File: config.mk
export PLATFORM = sky130hd
export DESIGN_NAME = access_controller
export DESIGN_NICKNAME = d
export VERILOG_FILES = /design/src/hw/access_controller_pkg.sv /design/src/hw/lane_merge.sv /design/src/hw/access_controller.sv
export VERILOG_INCLUDE_DIRS = /design/src /design/src/hw
export SDC_FILE = /design/constraint.sdc
export NUM_CORES = 1
export LEC_CHECK = 0
export BUFFER_PORTS_ARGS = -buffer_cell sky130_fd_sc_hd__clkbuf_2
export CORE_MARGIN = 4
export CORE_UTILIZATION = 31
export DETAILED_ROUTE_END_ITERATION = 10
export GPL_TIMING_DRIVEN = 0
export PLACE_DENSITY_LB_ADDON = 0.12
export SLEW_MARGIN = 10
export SYNTH_ARGS = -nofsm -noshare
export SYNTH_HDL_FRONTEND = slang
export SYNTH_SLANG_ARGS = --single-unit
File: constraint.sdc
create_clock -name sys_clk -period 2.9 [get_ports sys_clk]
set_clock_uncertainty 0.15 [all_clocks]
set_input_delay 0.29 -clock sys_clk [delete_from_list [all_inputs] [get_ports sys_clk]]
set_output_delay 0.29 -clock sys_clk [all_outputs]
set_load 0.1 [all_outputs]
File: src/hw/access_controller_regs.svh
// Register offsets, reset values and bit masks of the access controller
`ifndef ACCESS_CONTROLLER_REGS_SVH
`define ACCESS_CONTROLLER_REGS_SVH

// Word offsets of the two views, byte addresses
`define PROTECT_CLEAR_VIEW_OFS 8'h00
`define PROTECT_SET_VIEW_OFS   8'h04

// Reset values of the protection word per instance
`define BRIDGE0_PROTECT_RESET  32'h00000000
`define BRIDGE1_PROTECT_RESET  32'h00000002
`define BRIDGE2_PROTECT_RESET  32'h00800000

// Implemented protection bits per instance
`define BRIDGE0_PROTECT_MASK   32'h0000007E
`define BRIDGE1_PROTECT_MASK   32'h0000004E
`define BRIDGE2_PROTECT_MASK   32'h000FFFFE

// Peripheral select width on the guarded side
`define PERIPH_SEL_W           5

`endif

File: src/hw/access_controller_pkg.sv
// Types shared by the access controller files
package access_controller_pkg;
    typedef enum logic [1:0] {
        ST_IDLE = 2'b00,
        ST_RESP = 2'b01
    } resp_state_t;
endpackage

File: src/hw/lane_merge.sv
// Byte-lane write mask builder for byte, halfword and word accesses
`timescale 1ns/1ns
`default_nettype none
module lane_merge (
    // Write data and byte strobes
    input  wire logic [31:0] wdata,
    input  wire logic [3:0]  byte_en,
    // Ones that are really written
    output logic      [31:0] ones
);
    // Each strobed lane passes its data, others read as zero
    genvar g;
    generate
        for (g = 0; g < 4; g++) begin : g_lane
            assign ones[g*8 +: 8] = byte_en[g] ? wdata[g*8 +: 8] : 8'h00;
        end
    endgenerate
endmodule // lane_merge
`default_nettype wire

File: src/hw/access_controller.sv
// Peripheral write-protect controller for one bus bridge
`timescale 1ns/1ns
`default_nettype none
`include "access_controller_regs.svh"
module access_controller
    import access_controller_pkg::*;
#(
    parameter int INSTANCE = 0
) (
    // Clock and reset
    input  wire logic                      sys_clk,
    input  wire logic                      srst,
    // Clock gate from the power manager
    input  wire logic                      controller_bus_clock,
    // Register access to the two views
    input  wire logic                      reg_sel,
    input  wire logic                      reg_write,
    input  wire logic [7:0]                reg_addr,
    input  wire logic [3:0]                reg_byte_en,
    input  wire logic [31:0]               reg_wdata,
    output logic      [31:0]               reg_rdata,
    output logic                           reg_ready,
    output logic                           reg_error,
    // Guarded peripheral writes on the same bridge
    input  wire logic                      periph_write,
    input  wire logic [`PERIPH_SEL_W-1:0]  periph_sel,
    input  wire logic                      periph_debug,
    output logic                           periph_allow,
    output logic                           periph_error,
    // Live protection word
    output logic      [31:0]               protect_status
);

    // Reset value and implemented bits picked by instance
    localparam logic [31:0] RST_WORD =
        (INSTANCE == 0) ? `BRIDGE0_PROTECT_RESET :
        (INSTANCE == 1) ? `BRIDGE1_PROTECT_RESET :
                          `BRIDGE2_PROTECT_RESET;
    localparam logic [31:0] IMPL =
        (INSTANCE == 0) ? `BRIDGE0_PROTECT_MASK :
        (INSTANCE == 1) ? `BRIDGE1_PROTECT_MASK :
                          `BRIDGE2_PROTECT_MASK;

    typedef struct packed {
        logic [31:0] prot;
        logic [31:0] rdata;
        logic        ready;
        logic        error;
        logic        allow;
        logic        perr;
        resp_state_t st;
    } state_t;

    state_t cur_ff;
    state_t nxt_ff;
    logic [31:0] ones;
    logic        clk_on;
    logic        is_clr;
    logic        is_set;

    // Decoding used for both views
    function automatic logic hit(input logic [7:0] a, input logic [7:0] o);
        return a == o;
    endfunction

    lane_merge u_lane (
        .wdata   (reg_wdata),
        .byte_en (reg_byte_en),
        .ones    (ones)
    );

    // Gate only stops the block; state is held, so sleep keeps it valid
    assign clk_on = controller_bus_clock;
    assign is_clr = hit(reg_addr, `PROTECT_CLEAR_VIEW_OFS);
    assign is_set = hit(reg_addr, `PROTECT_SET_VIEW_OFS);

    // Next state
    always_comb begin
        logic [31:0] w;
        w = ones & IMPL;
        nxt_ff = cur_ff;
        nxt_ff.ready = 1'b0;
        nxt_ff.error = 1'b0;
        nxt_ff.allow = 1'b0;
        nxt_ff.perr = 1'b0;
        nxt_ff.st = ST_IDLE;
        if (clk_on) begin
            // Peripheral guard: only this bridge's select bits matter
            if (periph_write) begin
                if (periph_debug || !cur_ff.prot[periph_sel]) begin
                    nxt_ff.allow = 1'b1;
                end else begin
                    nxt_ff.perr = 1'b1;
                end
            end
            if (reg_sel) begin
                nxt_ff.ready = 1'b1;
                nxt_ff.st = ST_RESP;
                nxt_ff.rdata = cur_ff.prot;
                if (reg_write && is_clr) begin
                    nxt_ff.prot = cur_ff.prot & ~w;
                    nxt_ff.error = |(w & ~cur_ff.prot);
                end else if (reg_write && is_set) begin
                    nxt_ff.prot = cur_ff.prot | w;
                    nxt_ff.error = |(w & cur_ff.prot);
                end else if (!is_clr && !is_set) begin
                    nxt_ff.rdata = 32'h00000000;
                    nxt_ff.error = 1'b1;
                end
            end
        end
    end

    // State register
    always_ff @(posedge sys_clk) begin
        if (srst) begin
            cur_ff <= '{prot: RST_WORD, rdata: 32'h00000000, ready: 1'b0,
                        error: 1'b0, allow: 1'b0, perr: 1'b0, st: ST_IDLE};
        end else begin
            cur_ff <= nxt_ff;
        end
    end

    assign reg_rdata = cur_ff.rdata;
    assign reg_ready = cur_ff.ready;
    assign reg_error = cur_ff.error;
    assign periph_allow = cur_ff.allow;
    assign periph_error = cur_ff.perr;
    assign protect_status = cur_ff.prot;

    // Response phase decoded from the state field; must track the ready flop
    logic resp_live;
    always_comb begin
        case (cur_ff.st)
            ST_IDLE: begin
                resp_live = 1'b0;
            end
            ST_RESP: begin
                resp_live = 1'b1;
            end
            default: begin
                resp_live = 1'b0;
            end
        endcase
    end

    // Lane strobes spread to a bit mask, built apart from the lane merger
    // so that a fault in the merger cannot hide in its own check
    function automatic logic [31:0] lane_bits(input logic [3:0] be);
        logic [31:0] m;
        m = 32'h00000000;
        for (int i = 0; i < 4; i++) begin
            m[i*8 +: 8] = {8{be[i]}};
        end
        return m;
    endfunction
    logic [31:0] strobe_mask;
    assign strobe_mask = lane_bits(reg_byte_en);

    // Checks on the two views
    clear_view_a:
        assert property (@(posedge sys_clk) disable iff (srst)
        clk_on && reg_sel && reg_write && is_clr
        |=> (protect_status & $past(ones) & IMPL) == 32'h00000000)
        else $error("clear view left a bit set");
    set_view_a:
        assert property (@(posedge sys_clk) disable iff (srst)
        clk_on && reg_sel && reg_write && is_set
        |=> (($past(ones) & IMPL) & ~protect_status) == 32'h00000000)
        else $error("set view left a bit clear");
    zero_bits_a:
        assert property (@(posedge sys_clk) disable iff (srst)
        clk_on && reg_sel && reg_write && (is_set || is_clr)
        |=> ((protect_status ^ $past(protect_status)) & ~$past(ones))
            == 32'h00000000)
        else $error("zero bit changed state");
    same_read_a:
        assert property (@(posedge sys_clk) disable iff (srst)
        clk_on && reg_sel && (is_set || is_clr)
        |=> reg_rdata == $past(protect_status))
        else $error("view read mismatch");
    read_keeps_a:
        assert property (@(posedge sys_clk) disable iff (srst)
        clk_on && reg_sel && !reg_write |=> $stable(protect_status))
        else $error("read changed protection");
    unmapped_err_a:
        assert property (@(posedge sys_clk) disable iff (srst)
        clk_on && reg_sel && !is_clr && !is_set
        |=> reg_error && reg_rdata == 32'h00000000
            && $stable(protect_status))
        else $error("unmapped access not refused");

    // Checks on the request and answer handshake
    answer_pulse_a:
        assert property (@(posedge sys_clk) disable iff (srst)
        clk_on && reg_sel |=> reg_ready)
        else $error("request not answered");
    idle_quiet_a:
        assert property (@(posedge sys_clk) disable iff (srst)
        !reg_sel |=> !reg_ready && !reg_error)
        else $error("answer without request");
    lane_guard_a:
        assert property (@(posedge sys_clk) disable iff (srst)
        clk_on && reg_sel && reg_write
        |=> ((protect_status ^ $past(protect_status))
            & ~$past(strobe_mask)) == 32'h00000000)
        else $error("unstrobed lane changed");
    resp_track_a:
        assert property (@(posedge sys_clk) disable iff (srst)
        reg_ready == resp_live)
        else $error("response state out of step");
    error_ready_a:
        assert property (@(posedge sys_clk) disable iff (srst)
        reg_error |-> reg_ready)
        else $error("error without answer");

    // Checks on the peripheral guard
    block_write_a:
        assert property (@(posedge sys_clk) disable iff (srst)
        clk_on && periph_write && !periph_debug && protect_status[periph_sel]
        |=> periph_error && !periph_allow)
        else $error("protected write not blocked");
    guard_excl_a:
        assert property (@(posedge sys_clk) disable iff (srst)
        !(periph_allow && periph_error))
        else $error("allow and error together");
    open_pass_a:
        assert property (@(posedge sys_clk) disable iff (srst)
        clk_on && periph_write && !protect_status[periph_sel]
        |=> periph_allow && !periph_error)
        else $error("open peripheral blocked");
    guard_idle_a:
        assert property (@(posedge sys_clk) disable iff (srst)
        !(clk_on && periph_write) |=> !periph_allow && !periph_error)
        else $error("guard answered without write");
    debug_pass_a:
        assert property (@(posedge sys_clk) disable iff (srst)
        clk_on && periph_write && periph_debug |=> periph_allow && !periph_error)
        else $error("debugger write blocked");

    // Checks on double operations and unassigned bits
    double_set_a:
        assert property (@(posedge sys_clk) disable iff (srst)
        clk_on && reg_sel && reg_write && is_set
        && |(ones & IMPL & protect_status) |=> reg_error)
        else $error("double protect not flagged");
    double_clr_a:
        assert property (@(posedge sys_clk) disable iff (srst)
        clk_on && reg_sel && reg_write && is_clr
        && |(ones & IMPL & ~protect_status) |=> reg_error)
        else $error("double unprotect not flagged");
    unimpl_bits_a:
        assert property (@(posedge sys_clk) disable iff (srst)
        (protect_status & ~IMPL) == (RST_WORD & ~IMPL))
        else $error("unassigned bit moved");
    quiet_unimpl_a:
        assert property (@(posedge sys_clk) disable iff (srst)
        clk_on && reg_sel && reg_write && (is_set || is_clr)
        && (ones & IMPL) == 32'h00000000 |=> !reg_error)
        else $error("unassigned bit raised error");

    // Checks on gating and reset
    gated_hold_a:
        assert property (@(posedge sys_clk) disable iff (srst)
        !clk_on |=> $stable(protect_status) && !reg_ready)
        else $error("state moved while gated");
    reset_word_a:
        assert property (@(posedge sys_clk)
        srst |=> protect_status == RST_WORD)
        else $error("wrong reset word");
    reset_quiet_a:
        assert property (@(posedge sys_clk)
        srst |=> !reg_ready && !reg_error && !periph_allow && !periph_error)
        else $error("answer pending after reset");

    // Main scenarios worth seeing at least once
    cov_set_c: cover property (@(posedge sys_clk)
        reg_sel && reg_write && is_set && |(ones & IMPL));
    cov_clr_c: cover property (@(posedge sys_clk)
        reg_sel && reg_write && is_clr && |(ones & IMPL));
    cov_block_c: cover property (@(posedge sys_clk) periph_error);
    cov_debug_c: cover property (@(posedge sys_clk)
        periph_write && periph_debug && protect_status[periph_sel]);
    cov_double_c: cover property (@(posedge sys_clk)
        reg_ready && reg_error);

endmodule // access_controller
`default_nettype wire

==> results by group, run 1 <==
Cells and area
  • NumNets Final: 289
  • Fin cells: 277
  • Inserted Diodes: 0
  • Commonest cells after routing, fill and taps aside: 53 x buf_4, 52 x conb_1, 41 x clkbuf_2
  • Utilization after layout: 47.5%
  • Commonest non-fill, non-tap cell in the layout: buf_4
  • Design area: 0.00165 mm²
  • Share of cells above drive strength 1: 43.3%
  • Area Growth Syn to Fin: 43.0%

Power
  • Power Density: 483 mW/mm²
  • Max IR drop VDD: 172 µV
  • Tot Pwr: 0.797 mW
  • LEAKAGE: 0.958 nW

Setup path
  • Startpoint Class: flop
  • Worst path cell trace: clkbuf_2
  • Crit path DAT: 1.22 ns
  • Buf+Inv Stages, Crit Path: 1
  • Max incr delay on CP: 0.51 ns
  • WS Path Type: flop to primary output
  • Peak fanout along the critical path: 6
  • Worst setup EP type: primary output
  • Slowest CP cell: clkbuf_2
  • Worst Path Required: 2.46 ns
  • Cell family with most CP delay: buffers and inverters

STA
  • Final setup viols: 0
  • Final WS setup: 1.24 ns
  • Setup_tns: 0 ns
  • Fmax: 603 MHz
  • Unrepaired setup endpoints after global routing: no
  • Worst-margin pin slew: 0.549 ns
  • Min Tclk post-route: 1.66 ns
  • Max-slew violations: 0
  • Slew headroom: 63.6%
  • Fin. Hold Viols: 0
  • Crit share post-route: 57.2%
  • Hold WS: 0.111 ns

Place
  • Input/output buffers: 41
  • Cell Area, Placed: 0.00161 mm²
  • Pre-CTS setup slack: 1.27 ns
  • Placed cells: 274
  • Hpwl dp: 2.34 mm
  • Gpl congestion: 0.826

Clock tree
  • CTS Buf Count: 3
  • CTS tree: done
  • Post-CTS Setup Inserts: 0
  • CTS max path bufs: 2
  • CTS resizes: 0
  • H-Tree Depth: 1
  • Number of hold buffers added after CTS: 0
  • Root buffer cell: clkbuf_8
  • Clk Latency, worst-skew pair: 0.25 ns
  • Clock sinks: 16
  • Reg clk slew, reported paths: 0.06 ns

Synthesis
  • Simple logic cell fraction of the synthesized area: 18.3%
  • Synth Area in XOR/XNOR: 0%
  • Post-synthesis adder-cell area fraction: 0%
  • Largest area contributor in the netlist: buf_4
  • Synth Area in Compound Gates: 9.66%
  • Synthesized area: 0.00115 mm²
  • Synth Register Bits: 16
  • Main combinational cell family by area after synthesis: buffers and inverters
  • Multiplexer share of the synthesized area: 7.06%
  • Synth area leaders: buf_4 35%, dfxtp_1 28%, mux2i_1 6.1%, a22oi_1 4.6%, nor2_1 4.6%
  • Syn Area/Cell: 8.47 µm²
  • Yosys cell types: 28
  • YS warnings: 0
  • Mapped Cells: 136
  • Yosys top cell area share: 34.5%
  • Register area share after synthesis: 27.8%

Outcome
  • Status: finished clean

Drt
  • Drt drc: 0
  • Post-route ant nets: 0
  • DR vias/cell: 3.74
  • DRT Wirelength: 2.72 mm
  • Starting DRC count in detailed routing: 42
  • Pre-antenna DRT Iters: 4
  • Wire per inst: 9.82 µm
  • Vias: 1036

Global route
  • Vias in the first global route: 887
  • GRT overflow: 0
  • Largest net degree at the start of global routing: 11
  • GRT Util Overall: 10.5%
  • First-pass GRT wire length: 3.82 mm
  • Antenna violations before repair: 0

Floorplan
  • Row count: 21
  • Die W: 69.0 µm
  • Core Region: 0.00347 mm²
  • IO Count: 124
  • Die height: 69.0 µm
  • Die area: 0.00476 mm²
  • Starting Density: 33.2%

Min path
  • Worst Hold Class: primary input to flop

Run
  • MaxCap Viol Count: 0
## synth_stat cells
master,count
and3b_1,1
clkbuf_1,3
nand2b_1,1
inv_1,4
nand4_1,8
o22ai_1,1
nand3b_1,1
nand2_2,1
conb_1,1
a31oi_1,1
a22oi_1,7
o2bb2ai_1,1
nor4_1,1
a221o_1,1
nor4_4,1
buf_4,53
o221ai_1,2
nor2_1,14
mux2_1,1
nand2_1,3
a222oi_1,1
mux2i_1,7
nor3_1,1
nor3_2,1
nor2b_1,2
and4_1,1
nand3_1,1
dfxtp_1,16
## layout make-up
class / instances / area [µm²]
plain buffers: 56 / 409
clock buffers: 3 / 41.3
fillers: 375 / 1820
inverters: 4 / 15.0
multi-input cells: 111 / 599
flip-flops and latches: 16 / 320
well taps: 46 / 57.6
repair buffers: 41 / 205
## power breakdown
| part | internal, mW | leakage [nW] | switching [mW] |
|---|---|---|---|
| clock network | 0.0921 | 0.0216 | 0.0752 |
| logic | 0.0684 | 0.807 | 0.339 |
| registers | 0.222 | 0.129 | 0.000464 |
## cell families after synthesis
kind of cell | after synthesis
buf+inv | 60
simple gates | 37
flops | 16
compound gates | 14
mux | 8
other cells | 1
## worst paths after layout
check                           slack, ns          from  cells past startpoint           endpoint
worst max-delay path                 1.24          flop                      1  protect_status[5]
worst min-delay path                 0.11          srst                      2       reg_rdata[3]
worst max register to register       1.52          flop                      4       periph_error
worst min register to register       0.37  reg_rdata[2]                      2       reg_rdata[2]
## per-layer routing
metal | share of wire [%] | wire length [µm] | global-route usage [%]
met5 | 0 | 0 | 0
met4 | 0.81 | 22 | 2.92
met3 | 11 | 301 | 3.24
met2 | 49 | 1320 | 18.8
met1 | 39 | 1070 | 12.0
Power figures use the tool's default switching activity.
==> inputs of run 2 (changes only) <==
==> constraint.sdc (replaced) <==
create_clock -name sys_clk -period 1.7 [get_ports sys_clk]
set_clock_uncertainty 0.15 [all_clocks]
set_input_delay 0.17 -clock sys_clk [delete_from_list [all_inputs] [get_ports sys_clk]]
set_output_delay 0.17 -clock sys_clk [all_outputs]
set_load 0.1 [all_outputs]
==> run 2 against run 1 <==
  * Critical path depth unchanged
  * Highest routed layer unchanged
  * Combinational power increased by 71%
  * Largest cell class unchanged
  * Critical endpoint is now protect_status[2]
  * Via count is 5.5% higher
  * First-iteration DRC count fell by 26%
  * Total power up 78%
==> results by group, run 2 (synthesis gave the netlist of run 1 again) <==
STA
  • Max-slew violations: 0
  • Worst-margin pin slew: 0.548 ns
  • Final setup viols: 0
  • Setup_tns: 0 ns
  • Fin. Hold Viols: 0
  • Min Tclk post-route: 1.50 ns
  • Hold WS: 0.00746 ns
  • Fmax: 666 MHz
  • Slew headroom: 63.7%
  • Crit share post-route: 88.3%
  • Final WS setup: 0.199 ns
  • Unrepaired setup endpoints after global routing: no

Clock tree
  • Reg clk slew, reported paths: 0.06 ns
  • CTS resizes: 0
  • Clock sinks: 16
  • Clk Latency, worst-skew pair: 0.25 ns
  • CTS tree: done
  • H-Tree Depth: 1
  • Root buffer cell: clkbuf_8
  • CTS max path bufs: 2
  • CTS Buf Count: 3

Floorplan
  • IO Count: 124
  • Die area: 0.00476 mm²
  • Row count: 21
  • Die height: 69.0 µm
  • Starting Density: 33.2%
  • Die W: 69.0 µm
  • Core Region: 0.00347 mm²

Cells and area
  • Share of cells above drive strength 1: 45.5%
  • Fin cells: 279
  • Area Growth Syn to Fin: 45.6%
  • Commonest cells after routing, fill and taps aside: 53 x buf_4, 52 x conb_1, 41 x clkbuf_2
  • Design area: 0.00168 mm²
  • Inserted Diodes: 0
  • NumNets Final: 290
  • Utilization after layout: 48.4%
  • Commonest non-fill, non-tap cell in the layout: buf_4

Power
  • Internal power: 0.702 mW
  • Net Sw Frac: 50.5%
  • Tot Pwr: 1.42 mW
  • Gate power share: 49.2%
  • P_sw: 0.717 mW
  • LEAKAGE: 0.971 nW
  • Max IR drop VDD: 297 µV
  • Share of power burned in the clock network: 24.1%
  • Register share of total power: 26.7%
  • Power Density: 846 mW/mm²

Drt
  • Pre-antenna DRT Iters: 6
  • DR vias/cell: 3.92
  • Vias: 1093
  • Wire per inst: 10.0 µm
  • Drt drc: 0
  • Starting DRC count in detailed routing: 31
  • DRT Wirelength: 2.79 mm
  • Post-route ant nets: 0

Min path
  • Worst Hold Class: primary input to flop

Outcome
  • Status: finished clean

Setup path
  • Crit path DAT: 1.18 ns
  • Max incr delay on CP: 0.50 ns
  • Worst Path Required: 1.38 ns
  • Worst setup EP type: primary output
  • Cell family with most CP delay: buffers and inverters
  • Slowest CP cell: clkbuf_2
  • Startpoint Class: flop
  • Buf+Inv Stages, Crit Path: 1
  • WS Path Type: flop to primary output
  • Worst path cell trace: clkbuf_2
  • Peak fanout along the critical path: 6

Place
  • Input/output buffers: 41
  • Gpl congestion: 0.805
  • Pre-CTS setup slack: 0.208 ns
  • Hpwl dp: 2.36 mm
  • Cell Area, Placed: 0.00161 mm²
  • Placed cells: 274

Global route
  • Largest net degree at the start of global routing: 11
  • GRT Util Overall: 11.1%
  • Vias in the first global route: 929
  • GRT overflow: 0
  • Antenna violations before repair: 0
  • First-pass GRT wire length: 4.00 mm

Run
  • MaxCap Viol Count: 0
-- run 2: changes by cell type in the layout (fill, tap and decap cells not counted), sizes merged --
cell         delta
clkbuf          +1
dlygate4sd3     +1
-- run 2: area by class of cell --
class	instances	area (µm²)
timing repair buffer	42	215
clock buffer	4	55.1
buffer	56	409
fill	387	1790
sequential	16	327
multi-input combinational	111	599
tap	46	57.6
inverter	4	15.0
-- run 2: power by group through the flow --
| stage | clock [mW] | sequential, mW | combinational (mW) |
|---|---|---|---|
| 2_1_floorplan | 0 | 0.410 | 0.617 |
| 3_3_place_gp | 0 | 0.387 | 0.689 |
| 3_5_place_dp | 0 | 0.387 | 0.689 |
| 4_1_cts | 0.353 | 0.379 | 0.692 |
| 5_1_grt | 0.375 | 0.378 | 0.723 |
| 6_report | 0.343 | 0.379 | 0.698 |
-- run 2: metal layers --
| layer | part of all wire [%] | wire length [µm] | up-vias | track usage (%) |
|---|---|---|---|---|
| met1 | 42 | 1170 | 470 | 13.1 |
| met5 | 0 | 0 | - | 0 |
| met2 | 45 | 1240 | 61 | 18.6 |
| met3 | 12 | 344 | 3 | 3.57 |
| met4 | 1.1 | 31 | 0 | 4.38 |
| li1 | - | - | 559 | - |
-- run 2: timing repair --
item                                   4_1_cts  5_1_grt
hold buffers                                 1        0
setup buffers                                0        0
endpoints found under the hold margin        2        0
-- run 2: final timing paths --
kind,start,to,slack (ns),cells after the start
min,reg_write,reg_error,0.007,3
max,flop,protect_status[2],0.20,1
max reg2reg,flop,periph_allow,0.36,3
min reg2reg,reg_rdata[6],reg_rdata[6],0.36,2
